**config.mk**
```make
export PLATFORM = sky130hd
export DESIGN_NAME = dhis_top
export DESIGN_NICKNAME = d
export VERILOG_FILES = /design/src/dhis_top.v
export VERILOG_INCLUDE_DIRS = /design/src
export SDC_FILE = /design/constraint.sdc
export NUM_CORES = 1
export LEC_CHECK = 0
export ABC_AREA = 1
export BUFFER_PORTS_ARGS = -buffer_cell sky130_fd_sc_hd__buf_4
export CAP_MARGIN = 10
export CORE_ASPECT_RATIO = 1.1
export CORE_MARGIN = 2
export CORE_UTILIZATION = 64
export DETAILED_ROUTE_END_ITERATION = 10
export PLACE_DENSITY = 0.86
export SLEW_MARGIN = 20
export SYNTH_ARGS = -nofsm -noshare
export SYNTH_HDL_FRONTEND = slang
export SYNTH_SLANG_ARGS = --single-unit
```
**constraint.sdc**
```tcl
create_clock -name mclk -period 7.2 [get_ports mclk]
set_input_delay 0.72 -clock mclk [delete_from_list [all_inputs] [get_ports mclk]]
set_output_delay 0.72 -clock mclk [all_outputs]
set_load 0.1 [all_outputs]
```
**src/dhis_regs.vh**
```
/*
  Constants of the display host interface block: register offsets,
  field positions, reset values and FIFO word layout.
  Assumes inclusion by dhis_top.v and by the test bench; holds definitions and nothing else.
*/
`ifndef DHIS_REGS_VH
`define DHIS_REGS_VH

// ----------------------------------------------------------------
// Register byte offsets (Avalon-MM, one 32-bit word each)
// ----------------------------------------------------------------
`define DHIS_OFS_CTRL 5'h00
`define DHIS_OFS_STATUS 5'h04
`define DHIS_OFS_RXDATA 5'h08
`define DHIS_OFS_TXDATA 5'h0C
`define DHIS_OFS_SYNC 5'h10
`define DHIS_OFS_PIXEL 5'h14

// ----------------------------------------------------------------
// Control register fields
// ----------------------------------------------------------------
`define DHIS_CTRL_SERIAL_OUT_ENABLE_BIT 0
`define DHIS_CTRL_TE_EN 1
`define DHIS_CTRL_SER_RD 2
`define DHIS_CTRL_RST 3'h0

// ----------------------------------------------------------------
// Status register fields
// ----------------------------------------------------------------
`define DHIS_ST_OVF 4
`define DHIS_ST_EMPTY 5

// ----------------------------------------------------------------
// FIFO word: kind in the top two bits, bus value below
// ----------------------------------------------------------------
`define DHIS_DW 18
`define DHIS_FW 20
`define DHIS_KIND_CMD 2'h0
`define DHIS_KIND_DATA 2'h1
`define DHIS_KIND_PIX 2'h2
`define DHIS_KIND_PIX_SOL 2'h3

// ----------------------------------------------------------------
// Pixel colour fields on the bus
// ----------------------------------------------------------------
`define DHIS_BLUE_LSB 0
`define DHIS_GREEN_LSB 6
`define DHIS_RED_LSB 12

// ----------------------------------------------------------------
// Misc widths and counts
// ----------------------------------------------------------------
`define DHIS_SER_LAST 3'h7
`define DHIS_ZERO32 32'h0000_0000

`endif

```
**src/dhis_top.v**
```verilog
/*
  Display host interface mode select: parallel 16/8-bit bus, serial
  port and RGB pixel input of a display controller, plus an 8-word FIFO
  that hands received words to software over Avalon-MM.
  Assumes all pins are asynchronous to mclk and are much slower than it
  (each strobe level lasts several mclk periods).
*/
// Operation
// - Straps pick 16-bit, 8-bit or RGB+serial
// - Middle strap fixed one, not decoded
// - Chip select high ignores strobes and data
// - Serial bit captured on clock rising edge
// - Serial output driven only when enabled
// - Data/command line tags each transfer
// - Write strobe low phase carries write data
// - Write strobe pin is serial clock
// - Read strobe low drives read data
// - Reset pin low clears all logic but pin synchronisers, Avalon handshake and Avalon read data
// - Data enable qualifies RGB pixels
// - Horizontal sync aligns pixels to lines
// - Vertical sync aligns lines to frames
`timescale 1ns/1ns
`include "dhis_regs.vh"

// ----------------------------------------------------------------
// FIFO with valid/ready on both sides
// ----------------------------------------------------------------
module dhis_fifo #(
  parameter WIDTH = 20,
  parameter DEPTH = 8,
  parameter AW = 3
) (
  // Clock and reset
  input wire mclk,
  input wire clr,
  // Fill side
  input wire in_valid,
  input wire [WIDTH-1:0] in_data,
  output wire in_ready,
  // Drain side
  output wire out_valid,
  output wire [WIDTH-1:0] out_data,
  input wire out_ready,
  // Fill level
  output wire [AW:0] level
);
  reg [WIDTH-1:0] mem [0:DEPTH-1]; // Word storage
  reg [AW:0] wr_ptr; // Write pointer, one extra wrap bit
  reg [AW:0] rd_ptr; // Read pointer, one extra wrap bit
  wire push; // Word accepted
  wire pop; // Word drained

  assign level = wr_ptr - rd_ptr;
  assign in_ready = (level != DEPTH[AW:0] + {AW+1{1'b0}}) && !level[AW];
  assign out_valid = (wr_ptr != rd_ptr);
  assign out_data = mem[rd_ptr[AW-1:0]];
  assign push = in_valid && in_ready;
  assign pop = out_valid && out_ready;

  // Pointers and storage
  always @(posedge mclk) begin
    if (clr) begin
      wr_ptr <= {AW+1{1'b0}};
      rd_ptr <= {AW+1{1'b0}};
    end else begin
      if (push) begin
        mem[wr_ptr[AW-1:0]] <= in_data;
        wr_ptr <= wr_ptr + 1'b1;
      end
      if (pop) begin
        rd_ptr <= rd_ptr + 1'b1;
      end
    end
  end
endmodule // dhis_fifo

// ----------------------------------------------------------------
// Top level
// ----------------------------------------------------------------
module dhis_top (
  // Clock and reset
  input wire mclk,
  input wire rst_n,
  // Avalon-MM slave
  input wire [4:0] avs_address,
  input wire avs_read,
  input wire avs_write,
  input wire [31:0] avs_writedata,
  output reg [31:0] avs_readdata,
  output reg avs_waitrequest,
  // Mode straps and device reset pin
  input wire mode_strap_low,
  input wire mode_strap_high,
  input wire reset_pin_n,
  // Bus control pins
  input wire chip_select_n,
  input wire data_command_select,
  input wire write_strobe_serial_clock,
  input wire read_strobe_n,
  // Data bus, two-way
  input wire [17:0] bus_in,
  output reg [17:0] bus_out,
  output reg bus_oe,
  // Serial data, two-way, and serial output
  input wire sda_in,
  output reg sda_out,
  output reg sda_oe,
  output reg serial_data_out,
  // RGB inputs
  input wire pixel_clock,
  input wire data_enable,
  input wire hsync,
  input wire vsync,
  // Tearing effect
  output reg tear_effect_out
);
  // Interface modes, one-hot
  localparam MODE_P16 = 4'b0001;
  localparam MODE_P8 = 4'b0010;
  localparam MODE_RGB = 4'b0100;
  localparam MODE_NONE = 4'b1000;

  // Pack colour fields, blue low, red high
  function [17:0] dhis_pix;
    input [17:0] b;
    begin
      dhis_pix = {b[`DHIS_RED_LSB+5:`DHIS_RED_LSB],
                  b[`DHIS_GREEN_LSB+5:`DHIS_GREEN_LSB],
                  b[`DHIS_BLUE_LSB+5:`DHIS_BLUE_LSB]};
    end
  endfunction

  // ----------------------------------------------------------------
  // Pin synchronisers
  // ----------------------------------------------------------------
  wire [29:0] pin_raw; // All asynchronous inputs
  reg [29:0] pin_s1; // First stage, read only by pin_s2
  reg [29:0] pin_s2; // Stable copy
  reg [29:0] pin_s3; // Previous value for edges

  assign pin_raw = {bus_in, sda_in, vsync, hsync, data_enable, pixel_clock,
                    reset_pin_n, read_strobe_n, write_strobe_serial_clock,
                    data_command_select, chip_select_n, mode_strap_high,
                    mode_strap_low};

  // Two flip-flops before any logic, third for edge detection
  always @(posedge mclk) begin
    if (!rst_n) begin
      pin_s1 <= 30'h0000_0000;
      pin_s2 <= 30'h0000_0000;
      pin_s3 <= 30'h0000_0000;
    end else begin
      pin_s1 <= pin_raw;
      pin_s2 <= pin_s1;
      pin_s3 <= pin_s2;
    end
  end

  wire s_low = pin_s2[0]; // Lower strap
  wire s_high = pin_s2[1]; // Upper strap
  wire cs_n = pin_s2[2]; // Chip select
  wire dc = pin_s2[3]; // High for data
  wire wr = pin_s2[4]; // Write strobe / serial clock
  wire rd_n = pin_s2[5]; // Read strobe
  wire pin_rst_n = pin_s2[6]; // Device reset pin
  wire pclk_rise = pin_s2[7] && !pin_s3[7]; // Pixel clock edge
  wire de = pin_s2[8]; // Data enable
  wire hs_fall = !pin_s2[9] && pin_s3[9]; // Line start
  wire vs = pin_s2[10]; // Vertical sync, low active
  wire vs_fall = !pin_s2[10] && pin_s3[10]; // Frame start
  wire sda = pin_s2[11]; // Serial data in
  wire [17:0] bus = pin_s2[29:12]; // Data bus
  wire wr_rise = wr && !pin_s3[4]; // Strobe or clock rising
  wire wr_fall = !wr && pin_s3[4]; // Serial clock falling
  wire cs_fall = !cs_n && pin_s3[2]; // Start of access

  // Clear from either reset; synchronisers and Avalon handshake use rst_n only
  wire clr = !rst_n || !pin_rst_n;

  // ----------------------------------------------------------------
  // Mode decode
  // ----------------------------------------------------------------
  reg [3:0] mode; // Current interface mode

  // Middle strap is fixed high inside, so only two straps are read
  always @(posedge mclk) begin
    if (clr) begin
      mode <= MODE_NONE;
    end else begin
      case ({s_high, s_low})
        2'b00: mode <= MODE_P16;
        2'b01: mode <= MODE_P8;
        2'b11: mode <= MODE_RGB;
        default: mode <= MODE_NONE; // Undefined strap pair
      endcase
    end
  end

  // ----------------------------------------------------------------
  // Software registers
  // ----------------------------------------------------------------
  reg [2:0] ctrl; // Output enable, tear enable, serial read arm
  reg [17:0] txdata; // Value returned on host reads
  reg overflow; // Sticky: word lost on full FIFO
  reg [15:0] line_cnt; // Lines since frame start
  reg [7:0] frame_cnt; // Frames seen
  reg [17:0] last_pix; // Most recent pixel, colour packed

  // ----------------------------------------------------------------
  // Capture into FIFO
  // ----------------------------------------------------------------
  reg in_valid; // Word ready for FIFO
  reg [19:0] in_data; // Kind and value
  reg sol; // Next pixel starts a line
  reg [2:0] ser_cnt; // Serial bit counter
  reg [7:0] ser_sh; // Serial shift in
  reg [7:0] tx_sh; // Serial shift out
  wire in_ready; // FIFO has room
  wire out_valid; // FIFO holds a word
  wire [19:0] out_data; // Head word
  wire [3:0] level; // Fill level
  wire pop; // Software read of RXDATA
  wire par = (mode == MODE_P16) || (mode == MODE_P8);
  wire [1:0] kind = dc ? `DHIS_KIND_DATA : `DHIS_KIND_CMD;
  wire [17:0] par_val = (mode == MODE_P8) ? {10'h000, bus[7:0]} : bus;

  // Parallel, serial and pixel capture; RGB mode has both serial and pixel, pixel wins a tie
  always @(posedge mclk) begin
    if (clr) begin
      in_valid <= 1'b0;
      in_data <= 20'h0_0000;
      ser_cnt <= 3'h0;
      ser_sh <= 8'h00;
      tx_sh <= 8'h00;
      sol <= 1'b0;
      line_cnt <= 16'h0000;
      frame_cnt <= 8'h00;
      last_pix <= 18'h0_0000;
    end else begin
      in_valid <= 1'b0;
      if (cs_n) begin
        ser_cnt <= 3'h0;
      end
      // Write strobe rising closes the low phase; data held across it
      if (par && !cs_n && wr_rise) begin
        in_valid <= 1'b1;
        in_data <= {kind, par_val};
      end
      // Serial mode: strobe pin is the clock
      if (mode == MODE_RGB && !cs_n) begin
        if (cs_fall) begin
          tx_sh <= txdata[7:0];
        end
        if (wr_rise) begin
          ser_sh <= {ser_sh[6:0], sda};
          ser_cnt <= ser_cnt + 3'h1;
          if (ser_cnt == `DHIS_SER_LAST) begin
            in_valid <= 1'b1;
            in_data <= {kind, 10'h000, ser_sh[6:0], sda};
          end
        end
        if (wr_fall) begin
          tx_sh <= {tx_sh[6:0], 1'b0};
        end
      end
      // RGB pixels, sync counters
      if (mode == MODE_RGB) begin
        if (pclk_rise && de) begin
          in_valid <= 1'b1;
          in_data <= {sol ? `DHIS_KIND_PIX_SOL : `DHIS_KIND_PIX, bus};
          last_pix <= dhis_pix(bus);
          sol <= 1'b0;
        end
        if (hs_fall) begin
          sol <= 1'b1;
          line_cnt <= line_cnt + 16'h0001;
        end
        if (vs_fall) begin
          line_cnt <= 16'h0000;
          frame_cnt <= frame_cnt + 8'h01;
        end
      end
    end
  end

  // Eight-word buffer between pins and software
  dhis_fifo #(
    .WIDTH(`DHIS_FW),
    .DEPTH(8),
    .AW(3)
  ) u_fifo (
    .mclk(mclk),
    .clr(clr),
    .in_valid(in_valid),
    .in_data(in_data),
    .in_ready(in_ready),
    .out_valid(out_valid),
    .out_data(out_data),
    .out_ready(pop),
    .level(level)
  );

  // ----------------------------------------------------------------
  // Pin outputs
  // ----------------------------------------------------------------
  // Bus driven only during a selected read; output bit by mode
  always @(posedge mclk) begin
    if (clr) begin
      bus_out <= 18'h0_0000;
      bus_oe <= 1'b0;
      sda_out <= 1'b0;
      sda_oe <= 1'b0;
      serial_data_out <= 1'b0;
      tear_effect_out <= 1'b0;
    end else begin
      bus_oe <= par && !cs_n && !rd_n;
      bus_out <= (mode == MODE_P8) ? {10'h000, txdata[7:0]} : txdata;
      // Enabled: dedicated pin; otherwise shared data line if armed
      serial_data_out <= ctrl[`DHIS_CTRL_SERIAL_OUT_ENABLE_BIT] & tx_sh[7];
      sda_oe <= (mode == MODE_RGB) && !cs_n && ctrl[`DHIS_CTRL_SER_RD]
                && !ctrl[`DHIS_CTRL_SERIAL_OUT_ENABLE_BIT];
      sda_out <= tx_sh[7];
      // Tear signal follows the vertical sync pulse
      tear_effect_out <= ctrl[`DHIS_CTRL_TE_EN] && !vs;
    end
  end

  // ----------------------------------------------------------------
  // Avalon-MM slave: answer one cycle after the request
  // ----------------------------------------------------------------
  wire req = (avs_read || avs_write) && avs_waitrequest;
  wire wr_hit = avs_write && !avs_waitrequest; // Write lands at the answer edge
  assign pop = avs_read && avs_waitrequest
               && (avs_address == `DHIS_OFS_RXDATA);

  // Handshake and read data
  always @(posedge mclk) begin
    if (!rst_n) begin
      avs_waitrequest <= 1'b1;
      avs_readdata <= `DHIS_ZERO32;
    end else begin
      avs_waitrequest <= !req;
      if (avs_read && avs_waitrequest) begin
        case (avs_address)
          `DHIS_OFS_CTRL: avs_readdata <= {29'h0000_0000, ctrl};
          `DHIS_OFS_STATUS: avs_readdata <= {26'h000_0000, !out_valid,
                                            overflow, level};
          `DHIS_OFS_RXDATA: avs_readdata <= {12'h000, out_data};
          `DHIS_OFS_TXDATA: avs_readdata <= {14'h0000, txdata};
          `DHIS_OFS_SYNC: avs_readdata <= {8'h00, frame_cnt, line_cnt};
          `DHIS_OFS_PIXEL: avs_readdata <= {14'h0000, last_pix};
          default: avs_readdata <= `DHIS_ZERO32; // Unmapped
        endcase
      end
    end
  end

  // Writable registers; lost word sets overflow, set beats clear
  always @(posedge mclk) begin
    if (clr) begin
      ctrl <= `DHIS_CTRL_RST;
      txdata <= 18'h0_0000;
      overflow <= 1'b0;
    end else begin
      if (wr_hit && avs_address == `DHIS_OFS_CTRL) begin
        ctrl <= avs_writedata[2:0];
      end
      if (wr_hit && avs_address == `DHIS_OFS_TXDATA) begin
        txdata <= avs_writedata[17:0];
      end
      if (in_valid && !in_ready) begin
        overflow <= 1'b1;
      end else if (wr_hit && avs_address == `DHIS_OFS_STATUS
                   && avs_writedata[`DHIS_ST_OVF]) begin
        overflow <= 1'b0;
      end
    end
  end
endmodule // dhis_top

```
# Word-level counts from Yosys, hierarchy flattened
# Memories as Yosys holds them, arrays and structs flattened. A register that Yosys moved wholly into a read port is not among the register bits.
# Cells that the tools add are included.
# classes
add_sub_neg,6
n_mul,0
div_mod_pow,0
n_lt_le_gt_ge,0
eq_ne,13
shift,0
mux,33
n_bitwise,1
n_reduce_logical,57
# ops
cell,count
$pmux 24 s6,1
$mux 20,6
$mux 16,2
$logic_and 1x1->1,26
$mux 18,1
$add 16x1->16 const B,1
$mux 8,2
$logic_not 1->1,15
$mux 1,15
$mux 3,5
$pmux 4 s3,1
$reduce_and 2->1,6
$eq 5x4->1 const B,2
$eq 5x5->1 const B,2
$add 4x1->4 const B,2
$add 8x1->8 const B,1
$reduce_bool 2->1,4
$eq 5x3->1 const B,1
$logic_not 5->1,1
$eq 4x1->1 const B,1
$eq 4x2->1 const B,1
$eq 4x3->1 const B,1
$ne 4x4->1,1
$ne 4x4->1 const B,1
other kinds (9),11
# word_totals
reg_bits,243
latch_bits,0
ram_bits,160
rom_bits,0
input_bits,71
output_inout_bits,56
mem_count,1
# memory_table
memory,depth,word_bits,read_ports,rd_ports_with_merged_regs,wr,line_no,text
u_fifo.mem,8,20,1,1,1,dhis_top.v:47,reg [WIDTH-1:0] mem [0:DEPTH-1];

# Depth between registers and ports, before layout
# depth
ltp_word,10
ltp_mapped,12
depth_no_buf,12

# By module
# From an unflattened synthesis, not the netlist that was laid out.
# hier_totals
hier_cells,1731
hier_area_um2,15462.3
# by_module_without_submodules
mod,n_inst,cells_each,area_per_inst_um2
dhis_top,1,1134,8530.7
dhis_fifo,1,597,6931.6

# Worst setup path before layout
# OpenSTA, ideal clock, no wires.
# synth_timing
kind,flip-flop to flip-flop
startpoint,register u_fifo.rd_ptr[2]
endpoint,memory u_fifo.mem[6][0] (enable)
setup_ps,422
arrival_time_ps,2804
required_ps,6778
path_slack_ps,3973
stages_incl_launch_ff,10
period_less_slack_ps,3227
path_cell_list,dfxtp_1 inv_1 ha_1 a21oi_1 nand3_1 nand2_1 nand2_1 inv_1 nand2_1 nor3_1
# synth_via
elab_chain_len,7
# synth_lines
item,line_no,text
start: declaration,dhis_top.v:49,reg [AW:0] rd_ptr;
start signal: assignment,dhis_top.v:64,rd_ptr <= {AW+1{1'b0}};
start signal: assignment,dhis_top.v:71,rd_ptr <= rd_ptr + 1'b1;
$sub 4x4->4 (*),dhis_top.v:53,assign level = wr_ptr - rd_ptr;
$ne 4x4->1 or $logic_not 1->1 (tied branches),dhis_top.v:54,assign in_ready = (level != DEPTH[AW:0] + {AW+1{1'b0}}) && !level[AW];
$logic_and 1x1->1 (*),dhis_top.v:54,
$logic_and 1x1->1 (*),dhis_top.v:57,assign push = in_valid && in_ready;
$mux 1 (*),dhis_top.v:66,if (push) begin
$mux 1 (*),dhis_top.v:62,if (clr) begin
$mux 1 (not written as such) (*),dhis_top.v:67,mem[wr_ptr[AW-1:0]] <= in_data;
end: declaration,dhis_top.v:47,
# Every way passes the cells marked *; elsewhere a longest branch is shown, timed or not.

# Final worst setup path
# layout_timing
startpoint,input rst_n
endpoint,memory u_fifo.mem[7][16] (enable)
# layout_via
elab_chain_len,4
# layout_lines
item,line_no,text
start: declaration,dhis_top.v:83,"input wire rst_n,"
$logic_not 1->1,--,
$logic_or 1x1->1,dhis_top.v:178,wire clr = !rst_n || !pin_rst_n;
$mux 1,dhis_top.v:62,
$mux 1 (not written as such),dhis_top.v:67,
# No other way between the ends.

==> results.json <==
{
  "first_iter_violations": 1184,
  "critPathArrivalTime_ns": 3.55,
  "regToRegStartpoint": "u_fifo.rd_ptr[2]",
  "path_buf_inv": 3,
  "synth_cell_type_count": 46,
  "worstReg2RegEnd": "u_fifo.mem[7][16]",
  "final_max_slew_viol_count": 0,
  "gp_congestion": 0.901,
  "drt_wl_total_microns": 38100,
  "rsz0062_at_grt": "false",
  "root_buffer": "clkbuf_16",
  "peakVddDrop_mv": 0.229,
  "cp_num_cells": 5,
  "syn_avg_cell_area_sq_um": 8.99,
  "grt.total_usage_pct": 29.1,
  "h-tree-depth": 2,
  "cp_max_fo": 68,
  "finalHoldViolCount": 0,
  "antenna_found_initial": 0,
  "cts_buffers": 38,
  "hold_end": "pin_s1[6]",
  "diodes": 0,
  "ys_ff_latch": 392,
  "cp_top_family": "simple AND/OR/NAND/NOR gates",
  "skew_ns": 0.0156,
  "post_cts_buffers": 0,
  "drt-wirelength-per-cell_microns": 17.6,
  "hold_class": "input pin to register",
  "core-area_sq_mm": 0.0243,
  "clk_path_buf_depth": 3,
  "hold_start": "reset_pin_n",
  "grt_overflow": 0,
  "timing.fmax_ghz": 0.299,
  "maxSlewHeadroom_pct": 26.6,
  "die_h_microns": 168,
  "synth_area_sq_mm": 0.0157,
  "layout_min_cycle_time_ns": 3.34,
  "area_growth_syn_to_layout_pct": 13.6,
  "seq_area_frac_synth_pct": 60.1,
  "post-route-cell-area_sq_mm": 0.0179,
  "tightest_slew_ns": 1.10,
  "cts.clk_slew.worst_paths_ns": 0.06,
  "start_kind": "input pin",
  "slowest_delay_ns": 0.91,
  "ys_warn_count": 0,
  "hold_depth": 3,
  "path_cells": "buf_4 -> nand2_2 -> buf_4 -> nor3_2 -> buf_4",
  "required_ns": 7.40,
  "die_area_sq_mm": 0.0259,
  "dp_hpwl_microns": 24000,
  "cts_tree": "yes",
  "io_pins": 127,
  "cp-end-kind": "register",
  "drive_above_1_share_pct": 13.7,
  "std_cell_rows": 60,
  "grt_max_degree": 84,
  "rr_worst_depth": 10,
  "drc_errors": 0,
  "fin_crit_sh_pct": 46.5,
  "r2r_slack_ns": 3.99,
  "vias": 12200,
  "total_leakage_power_uw": 0.00729,
  "start_util_pct": 64.7,
  "hold_buffers": 0,
  "final-setup-viol-count": 0,
  "crit_top_cell": "buf_4",
  "fin_nets": 1910,
  "final_antenna_net_count": 0,
  "p_total_uw": 4440,
  "cts_sinks": 392,
  "io_buffers": 104,
  "tns_ns": 0,
  "clk_latency_ns": 0.53,
  "via_per_inst": 5.64,
  "syn-instance-count": 1750,
  "path_class": "input pin to register",
  "maxCapViolCount": 0,
  "status": "completed",
  "power.density_mw_per_mm2": 248,
  "cp_slowest_cell": "nor3_2",
  "dpl_cell_area_sq_mm": 0.0166,
  "worst_hold_slack_ns": 0.377,
  "grt_pass1_wl_microns": 59700,
  "grt_pass1_vias": 11500,
  "cts_resized": 0,
  "die_w_microns": 153,
  "firstDrtPassIters": 6
}
[synthesized netlist by cell type, drive strengths merged]
cell type  count  area share (%)
nand2        408              10
nor2         240             6.3
dfxtp        232              30
inv          181             4.3
edfxtp       160              31
nand3        119             4.3
o21ai        117             3.7
a21oi        108             3.7
buf           53             2.2
clkbuf        32            0.76
nand4         29             1.2
nor3          23            0.80
ha             9            0.72
o211ai         9            0.43
a31oi          7            0.28
a211oi         4            0.19
clkinv         4            0.14
xor2           3            0.17
a22oi          2           0.095
nand3b         2           0.095
and3           1           0.040
conb           1           0.024
fa             1            0.13
nor3b          1           0.080
o21a           1           0.048
o31ai          1           0.048
or2            1           0.040
xnor2          1           0.056
[worst max-delay path by stage]
stage	startpoint	endpoint	slack, ns
2_1_floorplan	u_fifo.rd_ptr[2]	u_fifo.mem[6][0]	3.97
5_1_grt	rst_n	u_fifo.mem[7][6]	3.65
4_1_cts	rst_n	u_fifo.mem[7][6]	3.91
6_report	rst_n	u_fifo.mem[7][16]	3.86
3_5_place_dp	rst_n	u_fifo.mem[7][17]	3.35
3_3_place_gp	rst_n	u_fifo.mem[7][19]	3.44
[kinds of logic (layout without fill, tap and decap cells)]
| group | after synthesis | after routing | synth area share (%) |
|---|---|---|---|
| simple gates | 824 | 824 | 22.8 |
| buf+inv | 270 | 372 | 7.44 |
| other cells | 1 | 8 | 0.0238 |
| fa+ha+maj | 10 | 10 | 0.843 |
| flops | 392 | 392 | 60.1 |
| xor+xnor | 4 | 4 | 0.223 |
| compound gates | 249 | 249 | 8.58 |
[where the power goes]
part	internal, uW	total (uW)	switching [uW]
sequential	2310	2320	7.80
combinational	31.7	107	75.7
clock	1210	2020	810
total	3550	4440	893
[area by class of cell]
cell class	instances	area [sq um]
Multi-Input combinational cell	1095	5150
Tap cell	310	388
Sequential cell	392	9450
Fill cell	1671	6450
Clock buffer	62	1230
Clock inverter	8	68.8
Inverter	185	702
Timing Repair Buffer	117	878
[stage by stage]
stage | setup WS, ns | utilization (%) | cells
after floorplan | 3.97 | - | 1757
after global placement | 3.44 | 68.1 | 2099
after detailed placement | 3.35 | 68.1 | 2099
after CTS | 3.91 | 73.5 | 2169
after global routing | 3.65 | 73.5 | 2169
final | 3.86 | 73.5 | 2169
[sequential cells by signal, indices dropped and copies added, names as in the netlist, 3 cells and up, named ones only]
register       count
tx_sh              8
ctrl               3
u_fifo.rd_ptr      4
txdata            18
pin_s3             5
ser_cnt            3
frame_cnt          8
in_data           20
ser_sh             7
u_fifo.mem       160
mode               4
last_pix          18
pin_s1            30
avs_readdata      24
u_fifo.wr_ptr      4
bus_out           18
line_cnt          16
pin_s2            30
[layer usage]
layer,wire length (microns),vias to the layer above,share of wire [%],GRT usage (%)
met3,2980,115,7.8,3.78
li1,-,5860,-,-
met5,0,-,0,0
met4,1800,0,4.7,13.4
met2,18600,540,49,49.1
met1,14800,5713,39,37.6
[tightest hold or removal path, cell delays in order]
cell,delay [ns]
buf_4,0.07
nand2_1,0.04
inv_1,0.04
[cells in the final DEF, fill, tap and decap left out, types with 8 or more instances in the layout]
cell type / synthesis / final
nor2_1: 224 / 224
clkbuf_1: 32 / 11
nand4_1: 28 / 28
clkbuf_8: 0 / 8
o21ai_0: 93 / 93
nor3_1: 21 / 19
buf_4: 14 / 117
clkinv_2: 1 / 8
dfxtp_1: 232 / 230
a21oi_2: 13 / 13
nand2_1: 399 / 398
a21oi_1: 95 / 95
ha_1: 9 / 9
inv_2: 14 / 13
nand3_1: 105 / 105
clkbuf_16: 0 / 43
nand3_2: 12 / 12
inv_1: 167 / 167
edfxtp_1: 160 / 160
nor2_2: 9 / 9
o211ai_1: 9 / 9
o21ai_1: 23 / 23
conb_1: 1 / 8
Note: power is estimated with default switching activity, not from simulation.
